**src/lpm_defs.svh**
```systemverilog
`ifndef LPM_DEFS_SVH
`define LPM_DEFS_SVH

`define LPM_ADDR_W        4
`define LPM_DATA_W        32
`define LPM_OFF_CTRL      4'h0
`define LPM_OFF_STATUS    4'h1
`define LPM_OFF_MASK      4'h2
`define LPM_OFF_STATE     4'h3
`define LPM_OFF_WAKEEN    4'h4

`define LPM_CTRL_DET_EN   0
`define LPM_CTRL_FALL     1
`define LPM_CTRL_RISE     2
`define LPM_CTRL_STOP_LP  3
`define LPM_CTRL_DEEP     4
`define LPM_CTRL_STDBY    5
`define LPM_CTRL_W        6
`define LPM_CTRL_RST      6'h00

`define LPM_ST_DET_FALL   0
`define LPM_ST_DET_RISE   1
`define LPM_ST_WOKE_STOP  2
`define LPM_ST_WOKE_STDBY 3
`define LPM_ST_W          4
`define LPM_ST_RST        4'h0

`define LPM_EXT_LINES     16
`define LPM_WAKEEN_RST    16'hffff
`define LPM_STATE_W       3
`define LPM_PERIOD_NS     5
`define LPM_BOOT_NS       100
`define LPM_BOOT_CYC      ((`LPM_BOOT_NS + `LPM_PERIOD_NS - 1) / `LPM_PERIOD_NS)
`define LPM_BOOT_W        8

`endif

```
**src/lpm_pkg.sv**
```systemverilog
package lpm_pkg;
    `include "lpm_defs.svh"

    typedef enum logic [2:0] {
        LPM_RUN     = 3'b000,
        LPM_SLEEP   = 3'b001,
        LPM_STOP    = 3'b010,
        LPM_STANDBY = 3'b011,
        LPM_BOOT    = 3'b100
    } lpm_state_e;

    typedef enum logic [1:0] {
        LPM_REG_MAIN = 2'b00,
        LPM_REG_LOW  = 2'b01,
        LPM_REG_OFF  = 2'b10
    } lpm_reg_mode_e;

    typedef struct packed {
        logic       core_clk_en;
        logic       periph_clk_en;
        logic       fast_osc_en;
        logic       core_rst_n;
        logic [1:0] reg_mode;
    } lpm_power_s;
endpackage : lpm_pkg

```
**src/lpm_sync.sv**
```systemverilog
`timescale 1ns/100ps
module lpm_sync #(
    parameter int W = 1
) (
    input  wire logic         clock,
    input  wire logic         rstn,
    input  wire logic [W-1:0] din,
    output logic      [W-1:0] dout
);
    logic [W-1:0] s1_reg;
    logic [W-1:0] s2_reg;

    always_ff @(posedge clock) begin
        if (!rstn) begin
            s1_reg <= '0;
            s2_reg <= '0;
        end else begin
            s1_reg <= din;
            s2_reg <= s1_reg;
        end
    end

    assign dout = s2_reg;
endmodule : lpm_sync

```
**src/lpm_ctrl.sv**
```systemverilog
// Implementation choices: the address-and-strobe port and the register addresses.
`timescale 1ns/100ps
`include "lpm_defs.svh"
// Functional notes
// - Chip held in reset whenever supply is below power-down threshold.
// - Detector raises interrupt on falling, rising, or both threshold crossings.
// - Regulator: main in run, main or low-power in stop, off in standby.
// - Regulator enabled after reset, disabled in standby, core state lost.
// - Sleep halts only processor clock; any interrupt or event wakes it.
// - Stop halts core clocks, fast oscillators and PLL, keeps state.
// - Stop regulator mode, normal or low-power, chosen by software.
// - Stop exits on external line, detector output or alarm.
// - Standby powers off core domain, PLL and fast oscillators.
// - Standby exits on reset pin, watchdog reset, wake rising edge, alarm.
// - Low-power modes never stop real-time counter, watchdog or their clocks.
module lpm_ctrl
    import lpm_pkg::*;
(
    input  wire logic                          clock,
    input  wire logic                          rstn,
    input  wire logic [`LPM_ADDR_W-1:0]        addr,
    input  wire logic [`LPM_DATA_W-1:0]        wdata,
    input  wire logic                          wr,
    input  wire logic                          rd,
    output logic      [`LPM_DATA_W-1:0]        rdata,
    output logic                               irq,
    input  wire logic                          supply_ok,
    input  wire logic                          supply_above_threshold,
    input  wire logic                          wait_req,
    input  wire logic                          core_event,
    input  wire logic [`LPM_EXT_LINES-1:0]     external_event_lines,
    input  wire logic                          alarm,
    input  wire logic                          wake_pin,
    input  wire logic                          reset_pin_n,
    input  wire logic                          independent_watchdog_rst,
    output lpm_power_s                         power,
    output logic                               slow_domain_en
);
    logic                            por_ok;
    logic                            above_s;
    logic [`LPM_EXT_LINES-1:0]       ext_s;
    logic                            alarm_s;
    logic                            wake_s;
    logic                            pin_n_s;
    logic                            wdg_s;

    lpm_sync #(.W(1)) u_sync_por (.clock(clock), .rstn(rstn), .din(supply_ok), .dout(por_ok));
    lpm_sync #(.W(1)) u_sync_det (.clock(clock), .rstn(rstn), .din(supply_above_threshold), .dout(above_s));
    lpm_sync #(.W(`LPM_EXT_LINES)) u_sync_ext (.clock(clock), .rstn(rstn), .din(external_event_lines),
                                               .dout(ext_s));
    lpm_sync #(.W(1)) u_sync_alm (.clock(clock), .rstn(rstn), .din(alarm), .dout(alarm_s));
    lpm_sync #(.W(1)) u_sync_wk  (.clock(clock), .rstn(rstn), .din(wake_pin), .dout(wake_s));
    lpm_sync #(.W(1)) u_sync_pin (.clock(clock), .rstn(rstn), .din(reset_pin_n), .dout(pin_n_s));
    lpm_sync #(.W(1)) u_sync_wdg (.clock(clock), .rstn(rstn), .din(independent_watchdog_rst), .dout(wdg_s));

    logic [`LPM_CTRL_W-1:0]          ctrl_reg,   ctrl_next;
    logic [`LPM_ST_W-1:0]            status_reg, status_next;
    logic [`LPM_ST_W-1:0]            mask_reg,   mask_next;
    logic [`LPM_EXT_LINES-1:0]       wakeen_reg, wakeen_next;
    logic [`LPM_DATA_W-1:0]          rdata_next;
    logic                            above_d_reg, above_d_next;
    logic                            wake_d_reg,  wake_d_next;
    logic [`LPM_EXT_LINES-1:0]       ext_d_reg,   ext_d_next;
    lpm_state_e                      state_reg,  state_next;
    logic [`LPM_BOOT_W-1:0]          boot_reg,   boot_next;
    logic                            det_fall;
    logic                            det_rise;
    logic                            wake_rise;
    logic [`LPM_EXT_LINES-1:0]       ext_rise;
    logic                            stop_wake;
    logic                            stdby_wake;
    logic                            any_event;
    logic                            woke_stop;
    logic                            woke_stdby;
    logic                            det_on;

    // Reset pin and watchdog act as hard reset causes beside the supervisor
    assign det_on    = ctrl_reg[`LPM_CTRL_DET_EN];
    assign det_fall  = det_on && above_d_reg && !above_s;
    assign det_rise  = det_on && !above_d_reg && above_s;
    assign wake_rise = wake_s && !wake_d_reg;
    assign ext_rise  = ext_s & ~ext_d_reg & wakeen_reg;

    assign stop_wake  = (|ext_rise) || alarm_s || det_fall || det_rise;
    assign stdby_wake = !pin_n_s || wdg_s || wake_rise || alarm_s;
    assign any_event  = core_event || stop_wake || irq;

    always_comb begin
        state_next = state_reg;
        boot_next  = boot_reg;
        woke_stop  = 1'b0;
        woke_stdby = 1'b0;
        case (state_reg)
            LPM_BOOT: begin
                if (boot_reg == `LPM_BOOT_W'(`LPM_BOOT_CYC - 1)) begin
                    state_next = LPM_RUN;
                end else begin
                    boot_next = boot_reg + `LPM_BOOT_W'(1);
                end
            end
            LPM_RUN: begin
                if (wait_req) begin
                    if (!ctrl_reg[`LPM_CTRL_DEEP]) begin
                        state_next = LPM_SLEEP;
                    end else if (ctrl_reg[`LPM_CTRL_STDBY]) begin
                        state_next = LPM_STANDBY;
                    end else begin
                        state_next = LPM_STOP;
                    end
                end
            end
            LPM_SLEEP: begin
                if (any_event) begin
                    state_next = LPM_RUN;
                end
            end
            LPM_STOP: begin
                if (stop_wake) begin
                    state_next = LPM_RUN;
                    woke_stop  = 1'b1;
                end
            end
            LPM_STANDBY: begin
                if (stdby_wake) begin
                    state_next = LPM_BOOT;
                    boot_next  = '0;
                    woke_stdby = 1'b1;
                end
            end
            default: begin
                state_next = LPM_BOOT;
                boot_next  = '0;
            end
        endcase
        if (!por_ok || !pin_n_s || wdg_s) begin
            state_next = LPM_BOOT;
            boot_next  = '0;
        end
    end

    always_comb begin
        ctrl_next   = ctrl_reg;
        mask_next   = mask_reg;
        wakeen_next = wakeen_reg;
        status_next = status_reg;
        rdata_next  = '0;
        above_d_next = above_s;
        wake_d_next  = wake_s;
        ext_d_next   = ext_s;
        if (wr) begin
            case (addr)
                `LPM_OFF_CTRL:   ctrl_next   = wdata[`LPM_CTRL_W-1:0];
                `LPM_OFF_MASK:   mask_next   = wdata[`LPM_ST_W-1:0];
                `LPM_OFF_WAKEEN: wakeen_next = wdata[`LPM_EXT_LINES-1:0];
                `LPM_OFF_STATUS: status_next = status_reg & ~wdata[`LPM_ST_W-1:0];
                default: ;
            endcase
        end
        // Set wins over clear
        if (det_fall && ctrl_reg[`LPM_CTRL_FALL]) status_next[`LPM_ST_DET_FALL] = 1'b1;
        if (det_rise && ctrl_reg[`LPM_CTRL_RISE]) status_next[`LPM_ST_DET_RISE] = 1'b1;
        if (woke_stop)  status_next[`LPM_ST_WOKE_STOP]  = 1'b1;
        if (woke_stdby) status_next[`LPM_ST_WOKE_STDBY] = 1'b1;
        if (woke_stdby) begin
            ctrl_next   = `LPM_CTRL_RST;
            mask_next   = `LPM_ST_RST;
            wakeen_next = `LPM_WAKEEN_RST;
        end
        if (rd) begin
            case (addr)
                `LPM_OFF_CTRL:   rdata_next = `LPM_DATA_W'(ctrl_reg);
                `LPM_OFF_STATUS: rdata_next = `LPM_DATA_W'(status_reg);
                `LPM_OFF_MASK:   rdata_next = `LPM_DATA_W'(mask_reg);
                `LPM_OFF_STATE:  rdata_next = `LPM_DATA_W'(state_reg);
                `LPM_OFF_WAKEEN: rdata_next = `LPM_DATA_W'(wakeen_reg);
                default:         rdata_next = '0;
            endcase
        end
    end

    always_ff @(posedge clock) begin
        if (!rstn) begin
            state_reg   <= LPM_BOOT;
            boot_reg    <= '0;
            ctrl_reg    <= `LPM_CTRL_RST;
            status_reg  <= `LPM_ST_RST;
            mask_reg    <= `LPM_ST_RST;
            wakeen_reg  <= `LPM_WAKEEN_RST;
            rdata       <= '0;
            above_d_reg <= 1'b0;
            wake_d_reg  <= 1'b0;
            ext_d_reg   <= '0;
        end else begin
            state_reg   <= state_next;
            boot_reg    <= boot_next;
            ctrl_reg    <= ctrl_next;
            status_reg  <= status_next;
            mask_reg    <= mask_next;
            wakeen_reg  <= wakeen_next;
            rdata       <= rdata_next;
            above_d_reg <= above_d_next;
            wake_d_reg  <= wake_d_next;
            ext_d_reg   <= ext_d_next;
        end
    end

    assign irq = |(status_reg & mask_reg);

    always_comb begin
        power.core_rst_n    = (state_reg != LPM_BOOT) && (state_reg != LPM_STANDBY);
        power.core_clk_en   = (state_reg == LPM_RUN);
        power.periph_clk_en = (state_reg == LPM_RUN) || (state_reg == LPM_SLEEP);
        power.fast_osc_en   = (state_reg != LPM_STOP) && (state_reg != LPM_STANDBY);
        case (state_reg)
            LPM_STOP:    power.reg_mode = ctrl_reg[`LPM_CTRL_STOP_LP] ? LPM_REG_LOW : LPM_REG_MAIN;
            LPM_STANDBY: power.reg_mode = LPM_REG_OFF;
            default:     power.reg_mode = LPM_REG_MAIN;
        endcase
    end

    assign slow_domain_en = 1'b1;

    property p_boot_after_reset;
        @(posedge clock) disable iff (!rstn)
        (!por_ok) |=> (state_reg == LPM_BOOT);
    endproperty
    a_boot_after_reset: assert property (p_boot_after_reset)
        else $error("supply low did not force boot");

    property p_boot_core_held;
        @(posedge clock) disable iff (!rstn)
        (state_reg == LPM_BOOT) |-> (!power.core_rst_n && power.reg_mode == LPM_REG_MAIN);
    endproperty
    a_boot_core_held: assert property (p_boot_core_held)
        else $error("core not held in reset during boot");

    property p_boot_holds;
        @(posedge clock) disable iff (!rstn)
        (state_reg == LPM_BOOT && boot_reg != `LPM_BOOT_W'(`LPM_BOOT_CYC - 1)) |=> (state_reg == LPM_BOOT);
    endproperty
    a_boot_holds: assert property (p_boot_holds)
        else $error("boot sequence cut short");

    property p_no_det_off;
        @(posedge clock) disable iff (!rstn)
        (!det_on) |=> (!$rose(status_reg[`LPM_ST_DET_FALL]) && !$rose(status_reg[`LPM_ST_DET_RISE]));
    endproperty
    a_no_det_off: assert property (p_no_det_off)
        else $error("detector flag set while disabled");

    property p_det_fall_flag;
        @(posedge clock) disable iff (!rstn)
        (det_fall && ctrl_reg[`LPM_CTRL_FALL]) |=> status_reg[`LPM_ST_DET_FALL];
    endproperty
    a_det_fall_flag: assert property (p_det_fall_flag)
        else $error("falling crossing not flagged");

    property p_det_rise_flag;
        @(posedge clock) disable iff (!rstn)
        (det_rise && ctrl_reg[`LPM_CTRL_RISE]) |=> status_reg[`LPM_ST_DET_RISE];
    endproperty
    a_det_rise_flag: assert property (p_det_rise_flag)
        else $error("rising crossing not flagged");

    property p_det_fall_off;
        @(posedge clock) disable iff (!rstn)
        (!ctrl_reg[`LPM_CTRL_FALL] && !status_reg[`LPM_ST_DET_FALL]) |=> !status_reg[`LPM_ST_DET_FALL];
    endproperty
    a_det_fall_off: assert property (p_det_fall_off)
        else $error("falling flag set while its edge is off");

    property p_run_power;
        @(posedge clock) disable iff (!rstn)
        (state_reg == LPM_RUN) |-> (power.reg_mode == LPM_REG_MAIN && power.core_rst_n && power.core_clk_en);
    endproperty
    a_run_power: assert property (p_run_power)
        else $error("run not on main regulation");

    property p_stop_reg;
        @(posedge clock) disable iff (!rstn)
        (state_reg == LPM_STOP) |-> (power.reg_mode == (ctrl_reg[`LPM_CTRL_STOP_LP] ? LPM_REG_LOW : LPM_REG_MAIN));
    endproperty
    a_stop_reg: assert property (p_stop_reg)
        else $error("stop regulator mode wrong");

    property p_stdby_off;
        @(posedge clock) disable iff (!rstn)
        (state_reg == LPM_STANDBY) |-> (power.reg_mode == LPM_REG_OFF && !power.fast_osc_en && !power.core_rst_n);
    endproperty
    a_stdby_off: assert property (p_stdby_off)
        else $error("standby not powered down");

    property p_sleep_clk;
        @(posedge clock) disable iff (!rstn)
        (state_reg == LPM_SLEEP) |-> (!power.core_clk_en && power.periph_clk_en && power.fast_osc_en);
    endproperty
    a_sleep_clk: assert property (p_sleep_clk)
        else $error("sleep clocks wrong");

    property p_sleep_entry;
        @(posedge clock) disable iff (!rstn)
        (state_reg == LPM_RUN && wait_req && !ctrl_reg[`LPM_CTRL_DEEP] && por_ok && pin_n_s && !wdg_s)
            |=> (state_reg == LPM_SLEEP);
    endproperty
    a_sleep_entry: assert property (p_sleep_entry)
        else $error("sleep not entered");

    property p_sleep_exit;
        @(posedge clock) disable iff (!rstn)
        (state_reg == LPM_SLEEP && core_event && por_ok && pin_n_s && !wdg_s) |=> (state_reg == LPM_RUN);
    endproperty
    a_sleep_exit: assert property (p_sleep_exit)
        else $error("event did not end sleep");

    property p_stop_clk;
        @(posedge clock) disable iff (!rstn)
        (state_reg == LPM_STOP) |-> (!power.core_clk_en && !power.periph_clk_en && !power.fast_osc_en
            && power.core_rst_n);
    endproperty
    a_stop_clk: assert property (p_stop_clk)
        else $error("stop clocks wrong");

    property p_stop_exit;
        @(posedge clock) disable iff (!rstn)
        (state_reg == LPM_STOP && stop_wake && por_ok && pin_n_s && !wdg_s) |=> (state_reg == LPM_RUN);
    endproperty
    a_stop_exit: assert property (p_stop_exit)
        else $error("stop did not exit");

    property p_stop_flag;
        @(posedge clock) disable iff (!rstn)
        woke_stop |=> status_reg[`LPM_ST_WOKE_STOP];
    endproperty
    a_stop_flag: assert property (p_stop_flag)
        else $error("stop wakeup not flagged");

    property p_stdby_exit;
        @(posedge clock) disable iff (!rstn)
        (state_reg == LPM_STANDBY && stdby_wake) |=> (state_reg == LPM_BOOT) ##1 (state_reg == LPM_BOOT);
    endproperty
    a_stdby_exit: assert property (p_stdby_exit)
        else $error("standby exit not through reset");

    property p_stdby_cfg;
        @(posedge clock) disable iff (!rstn)
        woke_stdby |=> (ctrl_reg == `LPM_CTRL_RST && wakeen_reg == `LPM_WAKEEN_RST);
    endproperty
    a_stdby_cfg: assert property (p_stdby_cfg)
        else $error("standby exit kept old settings");
endmodule : lpm_ctrl

```
**config.mk**
```make
export PLATFORM = sky130hd
export DESIGN_NAME = lpm_ctrl
export DESIGN_NICKNAME = d
export VERILOG_FILES = /design/src/lpm_pkg.sv /design/src/lpm_sync.sv /design/src/lpm_ctrl.sv
export VERILOG_INCLUDE_DIRS = /design/src /design/src/src
export SDC_FILE = /design/constraint.sdc
export NUM_CORES = 1
export LEC_CHECK = 0
export BUFFER_PORTS_ARGS = -buffer_cell sky130_fd_sc_hd__buf_2
export CAP_MARGIN = 10
export CORE_UTILIZATION = 55
export CTS_BUF_LIST = sky130_fd_sc_hd__clkbuf_2
export CTS_CLUSTER_SIZE = 25
export DETAILED_ROUTE_END_ITERATION = 16
export HOLD_SLACK_MARGIN = 0.15
export PLACE_DENSITY = 0.91
export SETUP_SLACK_MARGIN = 0.15
export SLEW_MARGIN = 30
export SYNTH_ARGS = -nofsm -noshare
export SYNTH_HDL_FRONTEND = slang
export SYNTH_SLANG_ARGS = --single-unit
```
**constraint.sdc**
```tcl
create_clock -name clock -period 2.2 [get_ports clock]
set_input_delay 0.44 -clock clock [delete_from_list [all_inputs] [get_ports clock]]
set_output_delay 0.44 -clock clock [all_outputs]
set_load 0.05 [all_outputs]
```
==> impl_metrics.env <==
export IMPL_outcome="complete, no violations"
export IMPL_ys_warn_count=0
export IMPL_async_reset_ff_frac=0
export IMPL_synth_seq_cells=119
export IMPL_fp_dieArea_um2=8290
export IMPL_io_buffer_count=70
export IMPL_cp_start_kind="flip-flop"
export IMPL_synth_top_area_frac=0.546
export IMPL_yosysMostFrequentCell="dfxtp_1"
export IMPL_r2r_start="boot_reg[0]"
export IMPL_fmax_ghz=0.500
export IMPL_rsz0062_at_grt="yes"
export IMPL_vdd_drop_max_mv=0.503
export IMPL_path_delay_family="flip-flops"
export IMPL_min_period_over_period=0.909
export IMPL_r2r_cells=6
export IMPL_skew_ns=0.0264
export IMPL_syn_avg_cell_area_um2=10.0
export IMPL_slew_viol_final=0
export IMPL_r2r_end="state_reg[1]"
export IMPL_path_cells="nand2b_4, nor3b_2, buf_6"
export IMPL_critPathKind="reg -> out"
export IMPL_start_util=0.567
export IMPL_max_cap_viol_count=0
export IMPL_grt_pass1_wl_um=14900
export IMPL_p_leak_uw=0.00238
export IMPL_die_h_um=91.0
export IMPL_synth_top_cell_by_area="dfxtp_1"
export IMPL_tightest_slew_ns=0.651
export IMPL_cts_root_buf="clkbuf_2"
export IMPL_power_density_nw_per_um2=751
export IMPL_min_delay_path_class="in -> reg"
export IMPL_hpwl_um=5920
export IMPL_timing_final_hold_violations=0
export IMPL_worstPathRequired_ns=1.76
export IMPL_cpPeakStageDelay_ns=0.41
export IMPL_syn_inst=436
export IMPL_nets=611
export IMPL_slew_headroom=0.564
export IMPL_min_period_ns=2.00
export IMPL_grt_max_degree=63
export IMPL_worstHoldPathCells=3
export IMPL_num_fill_cells=559
export IMPL_drtAntennaViolNets=0
export IMPL_wl_per_cell_um=14.1
export IMPL_syn_area_um2=4360
export IMPL_gp_congestion=0.844
export IMPL_tns_ns=0
export IMPL_num_rows=32
export IMPL_cts_reportedPaths_clkPinSlew_ns=0.17
export IMPL_yosysSeqAreaShare=0.546
export IMPL_setup_violations=0
export IMPL_hp_start="rd"
export IMPL_regToRegSetupSlack_ns=0.26
export IMPL_cts_tree="built"
export IMPL_drive_gt1_frac=0.231
export IMPL_dieWidth_um=91.0
export IMPL_clock_sinks=119
export IMPL_ys_top_cells_by_count="dfxtp_1, and2_1, nand2_1"
export IMPL_arrival_ns=1.56
export IMPL_routed_wl_um=9310
export IMPL_drc=0
export IMPL_grt_usage=0.231
export IMPL_dp_cells=588
export IMPL_min_to="rdata[4]"
export IMPL_grt_pass1_vias=3295
export IMPL_power_uw=4080
export IMPL_drt_iter0_drc=182
export IMPL_clock_path_buffers=2
export IMPL_netlist_top_cells_area="dfxtp_1, and2_1, nand2_1"
export IMPL_synth_top_flop_cell="dfxtp_1"
export IMPL_antenna_found_initial=0
export IMPL_gr_total_overflow=0
export IMPL_synth_edf_count=0
export IMPL_end_kind="primary output"
export IMPL_area_growth_pct=24.8
export IMPL_dr_pass1_iters=5
export IMPL_num_io_pins=104
export IMPL_numCtsBuffers=17
export IMPL_clkLatencyLatePin_ns=0.61
export IMPL_ys_types=52
export IMPL_whs_ns=0.255
export IMPL_core_area_um2=7690
export IMPL_diodes=0
export IMPL_vias_per_cell=5.14
export IMPL_crit_buf_inv=1
export IMPL_critPathSlowestCell="dfxtp_4"
export IMPL_final_cells=660
export IMPL_htree_levels=4
export IMPL_worstPathMaxFanout=8
export IMPL_vias=3391
-- cells in the final DEF (no fill, tap or decap), types with 3 or more instances in the layout --
cell           netlist  routed
dfxtp_1            119     116
and2_1              74      74
buf_2               12      65
nand2_1             50      50
dlygate4sd3_1        0      40
nand3_1             23      23
nor2_1              22      20
clkbuf_2             0      18
conb_1               2      17
nand3b_1            14      14
a21oi_1              9       9
nor2b_1              8       7
xor2_1               7       7
mux2i_1              7       7
a22oi_1              6       6
nand4_1              6       6
and3_1               5       5
buf_4               17       5
clkinv_2             0       4
bufinv_16            0       4
clkinvlp_4           0       3
buf_6                0       3
dfxtp_4              0       3
-- worst max path at each step --
stage	to	slack, ns	depth (start not counted)	start
after floorplan	power[2]	0.22	4	state_reg[1]
after global placement	wakeen_reg[15]	0.23	5	u_sync_wk.dout
after detailed placement	wakeen_reg[13]	0.11	5	u_sync_wk.dout
after CTS	power[0]	0.15	3	state_reg[2]
after global routing	power[2]	0.09	4	state_reg[2]
final	power[0]	0.20	3	state_reg[2]
-- per-stage QoR --
step,cell area (µm²),setup slack (ns),util
floorplan,4430,0.220,-
global placement,4710,0.226,0.613
detailed placement,4710,0.109,0.613
CTS,5420,0.150,0.705
global route,5440,0.0948,0.708
finish,5440,0.200,0.708
-- power breakdown --
| part | switching, µW | leakage, µW | internal [µW] | total (µW) |
|---|---|---|---|---|
| clock | 787 | 0.000156 | 741 | 1530 |
| sequential | 24.8 | 0.000973 | 2210 | 2240 |
| combinational | 182 | 0.00125 | 138 | 321 |
| total | 994 | 0.00238 | 3090 | 4080 |
-- cells by family (layout without fill, tap and decap cells) --
logic type               after synthesis  count (layout)  synth area share
AND/OR/NAND/NOR                      222             222             0.295
flip-flops                           119             119             0.546
XOR/XNOR                               8               8            0.0161
other                                  2              17           0.00172
multiplexers                          11              11            0.0316
AO/OA/AOI/OAI                         33              33            0.0542
adder cells (fa/ha/maj)                1               1           0.00287
buffers and inverters                 40             147            0.0525
-- worst reg2reg max path: cells and delay by family, from the launching register on --
| kind | cells | cell delay, ns |
|---|---|---|
| AO/OA/AOI/OAI | 3 | 0.67 |
| adder cells (fa/ha/maj) | 1 | 0.25 |
| multiplexers | 1 | 0.22 |
| flip-flops | 1 | 0.44 |
| AND/OR/NAND/NOR | 1 | 0.29 |
-- final cells by class --
| cell class | count | area [µm²] | area share |
|---|---|---|---|
| timing repair buffer | 113 | 797 | 0.146 |
| clock buffer | 18 | 90.1 | 0.0166 |
| clock inverter | 13 | 180 | 0.0331 |
| inverter | 3 | 11.3 | 0.00207 |
| tap | 102 | 128 | 0.0235 |
| sequential | 119 | 2390 | 0.440 |
| multi-input combinational | 292 | 1840 | 0.338 |
-- per-layer routing --
metal  up-vias  GRT usage  part of all wire
met5         -          0                 0
met4         0      0.120             0.029
met3        25     0.0570             0.065
met2       165      0.408              0.50
li1       1659          -                 -
met1      1542      0.257              0.41
-- timing repair --
action,in CTS,in global routing
hold buffers,40,0
hold endpoints to repair,52,0
endpoints found under the setup margin,11,5
setup buffers,0,1
resized for setup,14,6
cloned,0,0
Power figures use the tool's default switching activity.
